[config.mk]
export PLATFORM = sky130hd
export DESIGN_NAME = sqc_switch_global_qos_control
export DESIGN_NICKNAME = d
export VERILOG_FILES = /design/src/design/sqc_switch_global_qos_control.v
export VERILOG_INCLUDE_DIRS = /design/src /design/src/design
export SDC_FILE = /design/constraint.sdc
export NUM_CORES = 1
export LEC_CHECK = 0
export BUFFER_PORTS_ARGS = -buffer_cell sky130_fd_sc_hd__buf_2
export CORE_MARGIN = 1
export CORE_UTILIZATION = 62
export CTS_CLUSTER_SIZE = 8
export DETAILED_ROUTE_END_ITERATION = 10
export PLACE_DENSITY_LB_ADDON = 0.08
export RECOVER_POWER = 100
export SETUP_SLACK_MARGIN = 0.5
export SYNTH_ARGS = -nofsm -noshare
export SYNTH_HDL_FRONTEND = slang
export SYNTH_SLANG_ARGS = --single-unit
[constraint.sdc]
create_clock -name clk -period 8.45 [get_ports clk]
set_input_delay 0.845 -clock clk [delete_from_list [all_inputs] [get_ports clk]]
set_output_delay 0.845 -clock clk [all_outputs]
set_load 0.03 [all_outputs]
[src/design/sqc_regs.vh]
// Register map, field positions, reset values and timing of the switch global QoS control bank.
// Assumes an 8-bit register port with 16-bit byte addresses and a 40 MHz system clock.
`ifndef SQC_REGS_VH
`define SQC_REGS_VH

// ****************************************
// Offsets
// ****************************************
`define SQC_ADDR_W          16
`define SQC_STORM_HIGH      16'h0332
`define SQC_STORM_LOW       16'h0333
`define SQC_PAUSE_FWD       16'h0334
`define SQC_RATE_CFG        16'h0335
`define SQC_CNT_CTRL        16'h0336
`define SQC_TAG_MAP_0       16'h0338
`define SQC_TAG_MAP_1       16'h0339
`define SQC_TAG_MAP_2       16'h033a
`define SQC_TAG_MAP_3       16'h033b
`define SQC_DSCP_EN         16'h033e
`define SQC_DSCP_MAP_FIRST  16'h0340
`define SQC_DSCP_MAP_LAST   16'h035f

// ****************************************
// Reset values
// ****************************************
`define SQC_RST_STORM_LOW   8'h4a
`define SQC_RST_STORM_HIGH  3'h0
`define SQC_RST_ING_PERIOD  2'h1
`define SQC_RST_TAG_MAP_0   6'h08
`define SQC_RST_TAG_MAP_1   6'h1a
`define SQC_RST_TAG_MAP_2   6'h2c
`define SQC_RST_TAG_MAP_3   6'h3e
`define SQC_RST_DSCP_MAP    6'h00

// ****************************************
// Fields
// ****************************************
`define SQC_BIT_PAUSE_FWD   0
`define SQC_BIT_QUEUE_EGR   3
`define SQC_BIT_RATE_RSVD   6
`define SQC_ING_LO          4
`define SQC_ING_HI          5
`define SQC_BIT_FREEZE      6
`define SQC_BIT_FLUSH       7
`define SQC_BIT_DSCP_EN     0
`define SQC_BIT_DSCP_RSVD   1
`define SQC_STORM_SHIFT     6
`define SQC_SPEED_100       2'h1
`define SQC_SPEED_1000      2'h2

// ****************************************
// Timing
// ****************************************
`define SQC_CLK_KHZ         40000
`define SQC_GIG_MS          5
`define SQC_FAST_MS         50
`define SQC_TEN_MS          500
`define SQC_ING16_MS        16
`define SQC_ING64_MS        64
`define SQC_ING256_MS       256
`define SQC_CYC(ms)         ((ms) * `SQC_CLK_KHZ)

`endif

[src/design/sqc_switch_global_qos_control.v]
// Global switch QoS control bank: storm limiting, pause forwarding, rate-limit setup,
// counter flush and freeze, tag and DSCP priority maps.
// Assumes a single 40 MHz clock; frame and port inputs come from logic on that clock.
//
// How it works
// - Storm rate low byte, resets to 0x4A
// - Budget per period is rate times 64
// - Period 5, 50, 500 ms by speed
// - Pause bit one forwards PAUSE frames
// - Bit 3 chooses queue-based egress limiting
// - Flush bit clears counters, then self-clears
// - Freeze bit holds counters while set
// - Eight tag codes map, two per byte
// - Tag map entries reset to own code
// - Remap disabled uses DSCP bits 5:3
// - DSCP map entries reset to zero
// - Storm bits 10:8 in companion byte
// - DSCP table continues two per byte
//
// The address-and-strobe port is this design's own decision.
`timescale 1ns/1ps
`include "sqc_regs.vh"

module sqc_switch_global_qos_control #(
  parameter       NUM_PORTS  = 5,
  parameter       LEN_W      = 14,
  parameter       CNT_W      = 25,
  parameter       GIG_CYC    = `SQC_CYC(`SQC_GIG_MS),
  parameter       FAST_CYC   = `SQC_CYC(`SQC_FAST_MS),
  parameter       TEN_CYC    = `SQC_CYC(`SQC_TEN_MS),
  parameter       ING16_CYC  = `SQC_CYC(`SQC_ING16_MS),
  parameter       ING64_CYC  = `SQC_CYC(`SQC_ING64_MS),
  parameter       ING256_CYC = `SQC_CYC(`SQC_ING256_MS)
) (
  // Clock, reset, enable
  input  wire                       clk,
  input  wire                       rstn,
  input  wire                       ce,
  // Register port
  input  wire [`SQC_ADDR_W-1:0]     regAddr,
  input  wire [7:0]                 regWdata,
  input  wire                       regWr,
  input  wire                       regRd,
  output wire [7:0]                 regRdata,
  // Broadcast storm check per port
  input  wire [2*NUM_PORTS-1:0]     portSpeed,
  input  wire [NUM_PORTS-1:0]       bcValid,
  input  wire [LEN_W*NUM_PORTS-1:0] bcLen,
  output wire [NUM_PORTS-1:0]       bcDone,
  output wire [NUM_PORTS-1:0]       bcDrop,
  // Switch controls
  output wire                       pauseForward,
  output wire                       queueEgress,
  output wire [1:0]                 ingPeriodSel,
  output wire                       ingPeriodTick,
  output wire                       mibFlush,
  output wire                       mibFreeze,
  // Priority lookup
  input  wire [2:0]                 pcpIn,
  input  wire [5:0]                 dscpIn,
  output wire [2:0]                 tagPrio,
  output wire [2:0]                 ipPrio
);

  // ****************************************
  // Registers
  // ****************************************
  reg  [7:0]       stormLow_r;
  reg  [2:0]       stormHigh_r;
  reg              pauseFwd_r;
  reg              rateRsvd_r;
  reg  [1:0]       ingSel_r;
  reg              queueEgr_r;
  reg              flush_r;
  reg              freeze_r;
  reg  [5:0]       tagMap_r [0:3];
  reg              dscpEn_r;
  reg              dscpRsvd_r;
  reg  [5:0]       dscpMap_r [0:31];
  reg  [7:0]       rdata_r;
  reg  [2:0]       tagPrio_r;
  reg  [2:0]       ipPrio_r;
  reg  [7:0]       rdNxt;
  integer          k;

  wire             inDscp = (regAddr >= `SQC_DSCP_MAP_FIRST) && (regAddr <= `SQC_DSCP_MAP_LAST);
  wire [4:0]       dscpIdx = regAddr[4:0];
  wire [5:0]       wrPair = {regWdata[6:4], regWdata[2:0]};

  // Two 3-bit entries per byte, reserved bits 7 and 3 read zero
  function [7:0] pairByte;
    input [5:0] pair;
    begin
      pairByte = {1'b0, pair[5:3], 1'b0, pair[2:0]};
    end
  endfunction

  // Entry for code c: even codes in the low half, odd codes in the high half
  function [2:0] pairPick;
    input [5:0] pair;
    input       odd;
    begin
      pairPick = odd ? pair[5:3] : pair[2:0];
    end
  endfunction

  always @(posedge clk or negedge rstn) begin
    if (!rstn) begin
      stormLow_r  <= `SQC_RST_STORM_LOW;
      stormHigh_r <= `SQC_RST_STORM_HIGH;
      pauseFwd_r  <= 1'b0;
      rateRsvd_r  <= 1'b0;
      ingSel_r    <= `SQC_RST_ING_PERIOD;
      queueEgr_r  <= 1'b0;
      flush_r     <= 1'b0;
      freeze_r    <= 1'b0;
      tagMap_r[0] <= `SQC_RST_TAG_MAP_0;
      tagMap_r[1] <= `SQC_RST_TAG_MAP_1;
      tagMap_r[2] <= `SQC_RST_TAG_MAP_2;
      tagMap_r[3] <= `SQC_RST_TAG_MAP_3;
      dscpEn_r    <= 1'b0;
      dscpRsvd_r  <= 1'b0;
      for (k = 0; k < 32; k = k + 1) begin
        dscpMap_r[k] <= `SQC_RST_DSCP_MAP;
      end
    end else if (ce) begin
      // Flush lasts one cycle after the write
      flush_r <= 1'b0;
      if (regWr) begin
        case (regAddr)
          `SQC_STORM_HIGH: begin
            stormHigh_r <= regWdata[2:0];
          end
          `SQC_STORM_LOW: begin
            stormLow_r <= regWdata;
          end
          `SQC_PAUSE_FWD: begin
            pauseFwd_r <= regWdata[`SQC_BIT_PAUSE_FWD];
          end
          `SQC_RATE_CFG: begin
            rateRsvd_r <= regWdata[`SQC_BIT_RATE_RSVD];
            ingSel_r   <= regWdata[`SQC_ING_HI:`SQC_ING_LO];
            queueEgr_r <= regWdata[`SQC_BIT_QUEUE_EGR];
          end
          `SQC_CNT_CTRL: begin
            flush_r  <= regWdata[`SQC_BIT_FLUSH];
            freeze_r <= regWdata[`SQC_BIT_FREEZE];
          end
          `SQC_TAG_MAP_0: begin
            tagMap_r[0] <= wrPair;
          end
          `SQC_TAG_MAP_1: begin
            tagMap_r[1] <= wrPair;
          end
          `SQC_TAG_MAP_2: begin
            tagMap_r[2] <= wrPair;
          end
          `SQC_TAG_MAP_3: begin
            tagMap_r[3] <= wrPair;
          end
          `SQC_DSCP_EN: begin
            dscpEn_r   <= regWdata[`SQC_BIT_DSCP_EN];
            dscpRsvd_r <= regWdata[`SQC_BIT_DSCP_RSVD];
          end
          default: begin
            if (inDscp) begin
              dscpMap_r[dscpIdx] <= wrPair;
            end
          end
        endcase
      end
    end
  end

  // ****************************************
  // Read path
  // ****************************************
  always @* begin
    rdNxt = 8'h00;
    case (regAddr)
      `SQC_STORM_HIGH: rdNxt = {5'h00, stormHigh_r};
      `SQC_STORM_LOW:  rdNxt = stormLow_r;
      `SQC_PAUSE_FWD:  rdNxt = {7'h00, pauseFwd_r};
      `SQC_RATE_CFG:   rdNxt = {1'b0, rateRsvd_r, ingSel_r, queueEgr_r, 3'h0};
      `SQC_CNT_CTRL:   rdNxt = {flush_r, freeze_r, 6'h00};
      `SQC_TAG_MAP_0:  rdNxt = pairByte(tagMap_r[0]);
      `SQC_TAG_MAP_1:  rdNxt = pairByte(tagMap_r[1]);
      `SQC_TAG_MAP_2:  rdNxt = pairByte(tagMap_r[2]);
      `SQC_TAG_MAP_3:  rdNxt = pairByte(tagMap_r[3]);
      `SQC_DSCP_EN:    rdNxt = {6'h00, dscpRsvd_r, dscpEn_r};
      default: begin
        if (inDscp) begin
          rdNxt = pairByte(dscpMap_r[dscpIdx]);
        end
      end
    endcase
  end

  // Data stands only in the cycle after the read strobe
  always @(posedge clk or negedge rstn) begin
    if (!rstn) begin
      rdata_r <= 8'h00;
    end else if (ce) begin
      rdata_r <= regRd ? rdNxt : 8'h00;
    end
  end

  // ****************************************
  // Priority lookup
  // ****************************************
  always @(posedge clk or negedge rstn) begin
    if (!rstn) begin
      tagPrio_r <= 3'h0;
      ipPrio_r  <= 3'h0;
    end else if (ce) begin
      tagPrio_r <= pairPick(tagMap_r[pcpIn[2:1]], pcpIn[0]);
      if (dscpEn_r) begin
        ipPrio_r <= pairPick(dscpMap_r[dscpIn[5:1]], dscpIn[0]);
      end else begin
        ipPrio_r <= dscpIn[5:3];
      end
    end
  end

  // ****************************************
  // Period timers
  // ****************************************
  localparam integer     GIG_END     = GIG_CYC - 1;
  localparam integer     FAST_END    = FAST_CYC - 1;
  localparam integer     TEN_END     = TEN_CYC - 1;
  localparam integer     ING16_END   = ING16_CYC - 1;
  localparam integer     ING64_END   = ING64_CYC - 1;
  localparam integer     ING256_END  = ING256_CYC - 1;
  // Terminal counts cut to the counter width on purpose
  localparam [CNT_W-1:0] GIG_LAST    = GIG_END[CNT_W-1:0];
  localparam [CNT_W-1:0] FAST_LAST   = FAST_END[CNT_W-1:0];
  localparam [CNT_W-1:0] TEN_LAST    = TEN_END[CNT_W-1:0];
  localparam [CNT_W-1:0] ING16_LAST  = ING16_END[CNT_W-1:0];
  localparam [CNT_W-1:0] ING64_LAST  = ING64_END[CNT_W-1:0];
  localparam [CNT_W-1:0] ING256_LAST = ING256_END[CNT_W-1:0];

  reg  [CNT_W-1:0] gigCnt_r;
  reg  [CNT_W-1:0] fastCnt_r;
  reg  [CNT_W-1:0] tenCnt_r;
  reg  [CNT_W-1:0] ingCnt_r;
  reg  [CNT_W-1:0] ingLast;
  wire             gigTick  = (gigCnt_r == GIG_LAST);
  wire             fastTick = (fastCnt_r == FAST_LAST);
  wire             tenTick  = (tenCnt_r == TEN_LAST);
  wire             ingTick  = (ingCnt_r >= ingLast);

  // Wrapping counter step
  function [CNT_W-1:0] stepCnt;
    input [CNT_W-1:0] cnt;
    input             wrap;
    begin
      stepCnt = wrap ? {CNT_W{1'b0}} : cnt + {{(CNT_W-1){1'b0}}, 1'b1};
    end
  endfunction

  always @* begin
    if (ingSel_r[1]) begin
      ingLast = ING256_LAST;
    end else if (ingSel_r[0]) begin
      ingLast = ING64_LAST;
    end else begin
      ingLast = ING16_LAST;
    end
  end

  always @(posedge clk or negedge rstn) begin
    if (!rstn) begin
      gigCnt_r  <= {CNT_W{1'b0}};
      fastCnt_r <= {CNT_W{1'b0}};
      tenCnt_r  <= {CNT_W{1'b0}};
      ingCnt_r  <= {CNT_W{1'b0}};
    end else if (ce) begin
      gigCnt_r  <= stepCnt(gigCnt_r, gigTick);
      fastCnt_r <= stepCnt(fastCnt_r, fastTick);
      tenCnt_r  <= stepCnt(tenCnt_r, tenTick);
      ingCnt_r  <= stepCnt(ingCnt_r, ingTick);
    end
  end

  // ****************************************
  // Broadcast storm limiter
  // ****************************************
  localparam BUD_W = 11 + `SQC_STORM_SHIFT;

  wire [BUD_W-1:0] budget = {stormHigh_r, stormLow_r, {`SQC_STORM_SHIFT{1'b0}}};

  genvar p;
  generate
    for (p = 0; p < NUM_PORTS; p = p + 1) begin : gPort
      reg  [BUD_W:0]   used_r;
      reg              done_r;
      reg              drop_r;
      reg              tick;
      wire [1:0]       spd  = portSpeed[2*p +: 2];
      wire [BUD_W:0]   base = tick ? {(BUD_W+1){1'b0}} : used_r;
      wire [BUD_W:0]   sum  = base + {{(BUD_W+1-LEN_W){1'b0}}, bcLen[LEN_W*p +: LEN_W]};
      wire             over = (sum > {1'b0, budget});

      always @* begin
        if (spd == `SQC_SPEED_1000) begin
          tick = gigTick;
        end else if (spd == `SQC_SPEED_100) begin
          tick = fastTick;
        end else begin
          tick = tenTick;
        end
      end

      always @(posedge clk or negedge rstn) begin
        if (!rstn) begin
          used_r <= {(BUD_W+1){1'b0}};
          done_r <= 1'b0;
          drop_r <= 1'b0;
        end else if (ce) begin
          done_r <= bcValid[p];
          if (bcValid[p]) begin
            drop_r <= over;
            used_r <= over ? base : sum;
          end else begin
            drop_r <= 1'b0;
            used_r <= base;
          end
        end
      end

      assign bcDone[p] = done_r;
      assign bcDrop[p] = drop_r;
    end
  endgenerate

  // ****************************************
  // Outputs
  // ****************************************
  assign regRdata      = rdata_r;
  assign pauseForward  = pauseFwd_r;
  assign queueEgress   = queueEgr_r;
  assign ingPeriodSel  = ingSel_r;
  assign ingPeriodTick = ingTick & ce;
  assign mibFlush      = flush_r;
  assign mibFreeze     = freeze_r;
  assign tagPrio       = tagPrio_r;
  assign ipPrio        = ipPrio_r;

endmodule // sqc_switch_global_qos_control

==> results.json <==
{
  "cts_buffers": 66,
  "syn_area_mm2": 0.0278,
  "core-area_mm2": 0.0442,
  "r2r_setup_slack_ns": 0.84,
  "drtIter0Drc": 1828,
  "fin_ws_ns": 0.835,
  "dieArea_mm2": 0.0456,
  "synth_seq_cells": 450,
  "ys_seq_area_share_pct": 40.6,
  "hp-class": "register to register",
  "violations": "max-capacitance violations, max-slew violations",
  "cts_buffer_depth": 3,
  "hpwl_mm": 49.8,
  "fin_crit_sh_pct": 90.1,
  "placed_cells": 3131,
  "drt_pre_antenna_iters": 6,
  "avgRoutedWirePerCell_um": 22.2,
  "ant_nets": 0,
  "final_cell_mix": "dfrtp_1 (434), mux2_2 (234), nor2_1 (180)",
  "slowest_delay_ns": 0.78,
  "reg2reg_to": "gPort[2].used_r[17]",
  "startpoint": "tenCnt_r[14]",
  "max_freq_ghz": 0.131,
  "synth_edf_count": 0,
  "grt_pass1_wl_mm": 113,
  "die_h_um": 214,
  "rsz0062_at_grt": "false",
  "ys_warn_count": 0,
  "syn_nets": 2751,
  "worstPathMaxFanout": 20,
  "routabilityCongestion": 0.901,
  "cts.sink_count": 450,
  "p_leak_uw": 0.0143,
  "cellPowerDensity_mw_per_mm2": 244,
  "cts_hold_buf": 0,
  "stdcell_count": 3228,
  "r2r-start": "tenCnt_r[14]",
  "slowest_stage": "or4_1",
  "maxSlewHeadroom_pct": -190,
  "place_ws_ns": 0.729,
  "setup.worst_path.end": "gPort[2].used_r[17]",
  "reg2regPathDepth": 25,
  "critPathKind": "register to register",
  "hold_viol": 0,
  "antenna_found_initial": 6,
  "num_io_pins": 154,
  "cp.required_ns": 8.92,
  "drc_errors": 0,
  "die_width_um": 214,
  "grtUsageTotal_pct": 32.4,
  "row_count": 77,
  "final_common_cell": "dfrtp_1",
  "worstSkewPairLatency_ns": 0.61,
  "end_kind": "register",
  "io_buffers": 153,
  "htreeDepth": 3,
  "start_util_pct": 62.8,
  "grt_overflow": 0,
  "grt_pass1_vias": 20917,
  "cts_tree": "yes",
  "syn_inst": 2481,
  "dpl_cell_area_mm2": 0.0290,
  "worstMarginPinSlew_ns": 4.36,
  "drive_gt1_share_pct": 23.0,
  "ys_async_sr_fraction_pct": 100,
  "maxSlewViolCount": 477,
  "drv_cap": 7,
  "viasPerCell": 6.47,
  "skew_ns": 0.0328,
  "nets": 2877,
  "avgSynthCellArea_um2": 11.2,
  "synthToLayoutAreaGrowth_pct": 10.7,
  "min_period_ns": 7.61,
  "synthDistinctLibCells": 89,
  "yosys_most_used_dff": "dfrtp_1",
  "peakVddDrop_v": 0.000171,
  "setup_viol": 0,
  "tns_ns": 0,
  "start_kind": "register",
  "path_clk_slew_ns": 0.05,
  "wirelength_mm": 71.6,
  "route.vias.total": 20870,
  "final_area_mm2": 0.0307,
  "fin_util_pct": 69.5,
  "fillers": 3256,
  "cts-root-buf": "clkbuf_16",
  "outcome": "finished with violations",
  "grt_max_degree": 155,
  "crit_arrival_ns": 8.09
}
[cell usage after synthesis (5+ instances only)]
| cell | number | share of area [%] |
|---|---|---|
| dfstp_2 | 16 | 1.5 |
| and4_1 | 9 | 0.28 |
| or2_2 | 9 | 0.20 |
| and3_1 | 36 | 0.81 |
| ha_1 | 142 | 6.4 |
| a22o_1 | 74 | 2.3 |
| nor4_1 | 18 | 0.41 |
| buf_2 | 9 | 0.16 |
| a211o_1 | 13 | 0.41 |
| a31oi_1 | 11 | 0.25 |
| o21ai_0 | 89 | 1.6 |
| fa_1 | 5 | 0.36 |
| o21bai_1 | 12 | 0.32 |
| clkbuf_1 | 73 | 0.99 |
| a211oi_1 | 25 | 0.68 |
| mux2i_1 | 29 | 1.0 |
| nor2_1 | 180 | 2.4 |
| a22oi_1 | 7 | 0.19 |
| or4b_1 | 6 | 0.22 |
| mux4_2 | 124 | 10 |
| nor4b_1 | 8 | 0.25 |
| buf_1 | 19 | 0.26 |
| or4_1 | 5 | 0.14 |
| nand2b_1 | 14 | 0.32 |
| inv_1 | 57 | 0.77 |
| nand4_1 | 40 | 0.90 |
| nand2_1 | 162 | 2.2 |
| nor3_1 | 41 | 0.74 |
| nand4b_1 | 7 | 0.22 |
| and2_1 | 60 | 1.4 |
| or3_1 | 15 | 0.34 |
| o2bb2ai_1 | 9 | 0.28 |
| o21a_1 | 15 | 0.41 |
| xnor2_1 | 81 | 2.6 |
| nand3_1 | 65 | 1.2 |
| xor2_1 | 70 | 2.2 |
| buf_4 | 12 | 0.32 |
| dfrtp_1 | 434 | 39 |
| nor2b_1 | 41 | 0.92 |
| a21o_1 | 22 | 0.59 |
| a21oi_1 | 89 | 1.6 |
| o31ai_1 | 14 | 0.38 |
| o211ai_1 | 5 | 0.14 |
| mux2_2 | 236 | 9.6 |
[sequential cells by signal (all words and copies together) (netlist names), 5 cells and up]
register / cells
dscpMap_r: 192
fastCnt_r: 25
gPort.done_r: 5
gPort.drop_r: 5
gPort.used_r: 90
gigCnt_r: 25
ingCnt_r: 25
regRdata: 8
stormLow_r: 8
tagMap_r: 24
tenCnt_r: 25
[critical path: cells and delay by family, from the launching register on]
kind	cells	cell delay (ns)
AND/OR/NAND/NOR	11	3.12
AO/OA/AOI/OAI	8	2.29
adder cells (fa/ha/maj)	3	0.96
multiplexers	2	0.54
flip-flops	1	0.42
XOR/XNOR	1	0.15
[where the power goes]
| group | leakage [uW] | switching [uW] | internal [uW] |
|---|---|---|---|
| clock network | 0.000894 | 947 | 1450 |
| registers | 0.00597 | 185 | 2400 |
| logic | 0.00742 | 1420 | 1100 |
| total | 0.0143 | 2550 | 4960 |
[metal layers]
metal,part of all wire [%],vias to the layer above,global-route usage (%),wire (um)
li1,-,9502,-,-
met1,43,10497,44.5,30800
met2,46,690,49.2,33100
met3,6.3,179,6.75,4540
met4,4.5,2,15.6,3230
met5,0.018,-,0,13
[worst min path at each step]
| stage | start | endpoint | slack (ns) | cells past startpoint |
|---|---|---|---|---|
| 6_report | fastCnt_r[24] | fastCnt_r[24] | 0.47 | 1 |
| 5_1_grt | fastCnt_r[24] | fastCnt_r[24] | 0.49 | 1 |
| 4_1_cts | rstn | gPort[4].used_r[7] | 0.25 | 1 |
| 3_5_place_dp | tenCnt_r[4] | tenCnt_r[4] | 0.46 | 1 |
| 3_3_place_gp | fastCnt_r[24] | fastCnt_r[24] | 0.45 | 1 |
| 2_1_floorplan | fastCnt_r[24] | fastCnt_r[24] | 0.44 | 1 |
[what timing repair did]
item,CTS,global route
hold endpoints to repair,0,0
gates resized for setup,0,4
setup buffers,0,0
endpoints found under the setup margin,0,33
[through the flow]
step / hold slack (ns) / power (uW)
floorplan: 0.438 / 4490
global placement: 0.455 / 5000
detailed placement: 0.461 / 5090
CTS: 0.248 / 7530
global route: 0.494 / 7960
finish: 0.471 / 7510
[kinds of logic after synthesis]
kind of cell | count (synthesis) | synth area share, %
compound gates | 435 | 10.9
simple gates | 734 | 13.6
flops | 450 | 40.6
buf+inv | 172 | 2.56
fa+ha+maj | 147 | 6.76
mux | 392 | 20.9
xor+xnor | 151 | 4.76
[layout make-up]
| cell class | count | area, um^2 | share of cell area (%) |
|---|---|---|---|
| diodes | 6 | 15.0 | 0.0488 |
| clock buffers | 86 | 1770 | 5.76 |
| clock inverters | 5 | 73.8 | 0.240 |
| inverters | 58 | 218 | 0.708 |
| multi-input cells | 1859 | 15800 | 51.4 |
| flip-flops and latches | 450 | 11300 | 36.7 |
| well taps | 592 | 741 | 2.41 |
| repair buffers | 172 | 843 | 2.74 |
Power figures use the tool's default switching activity.
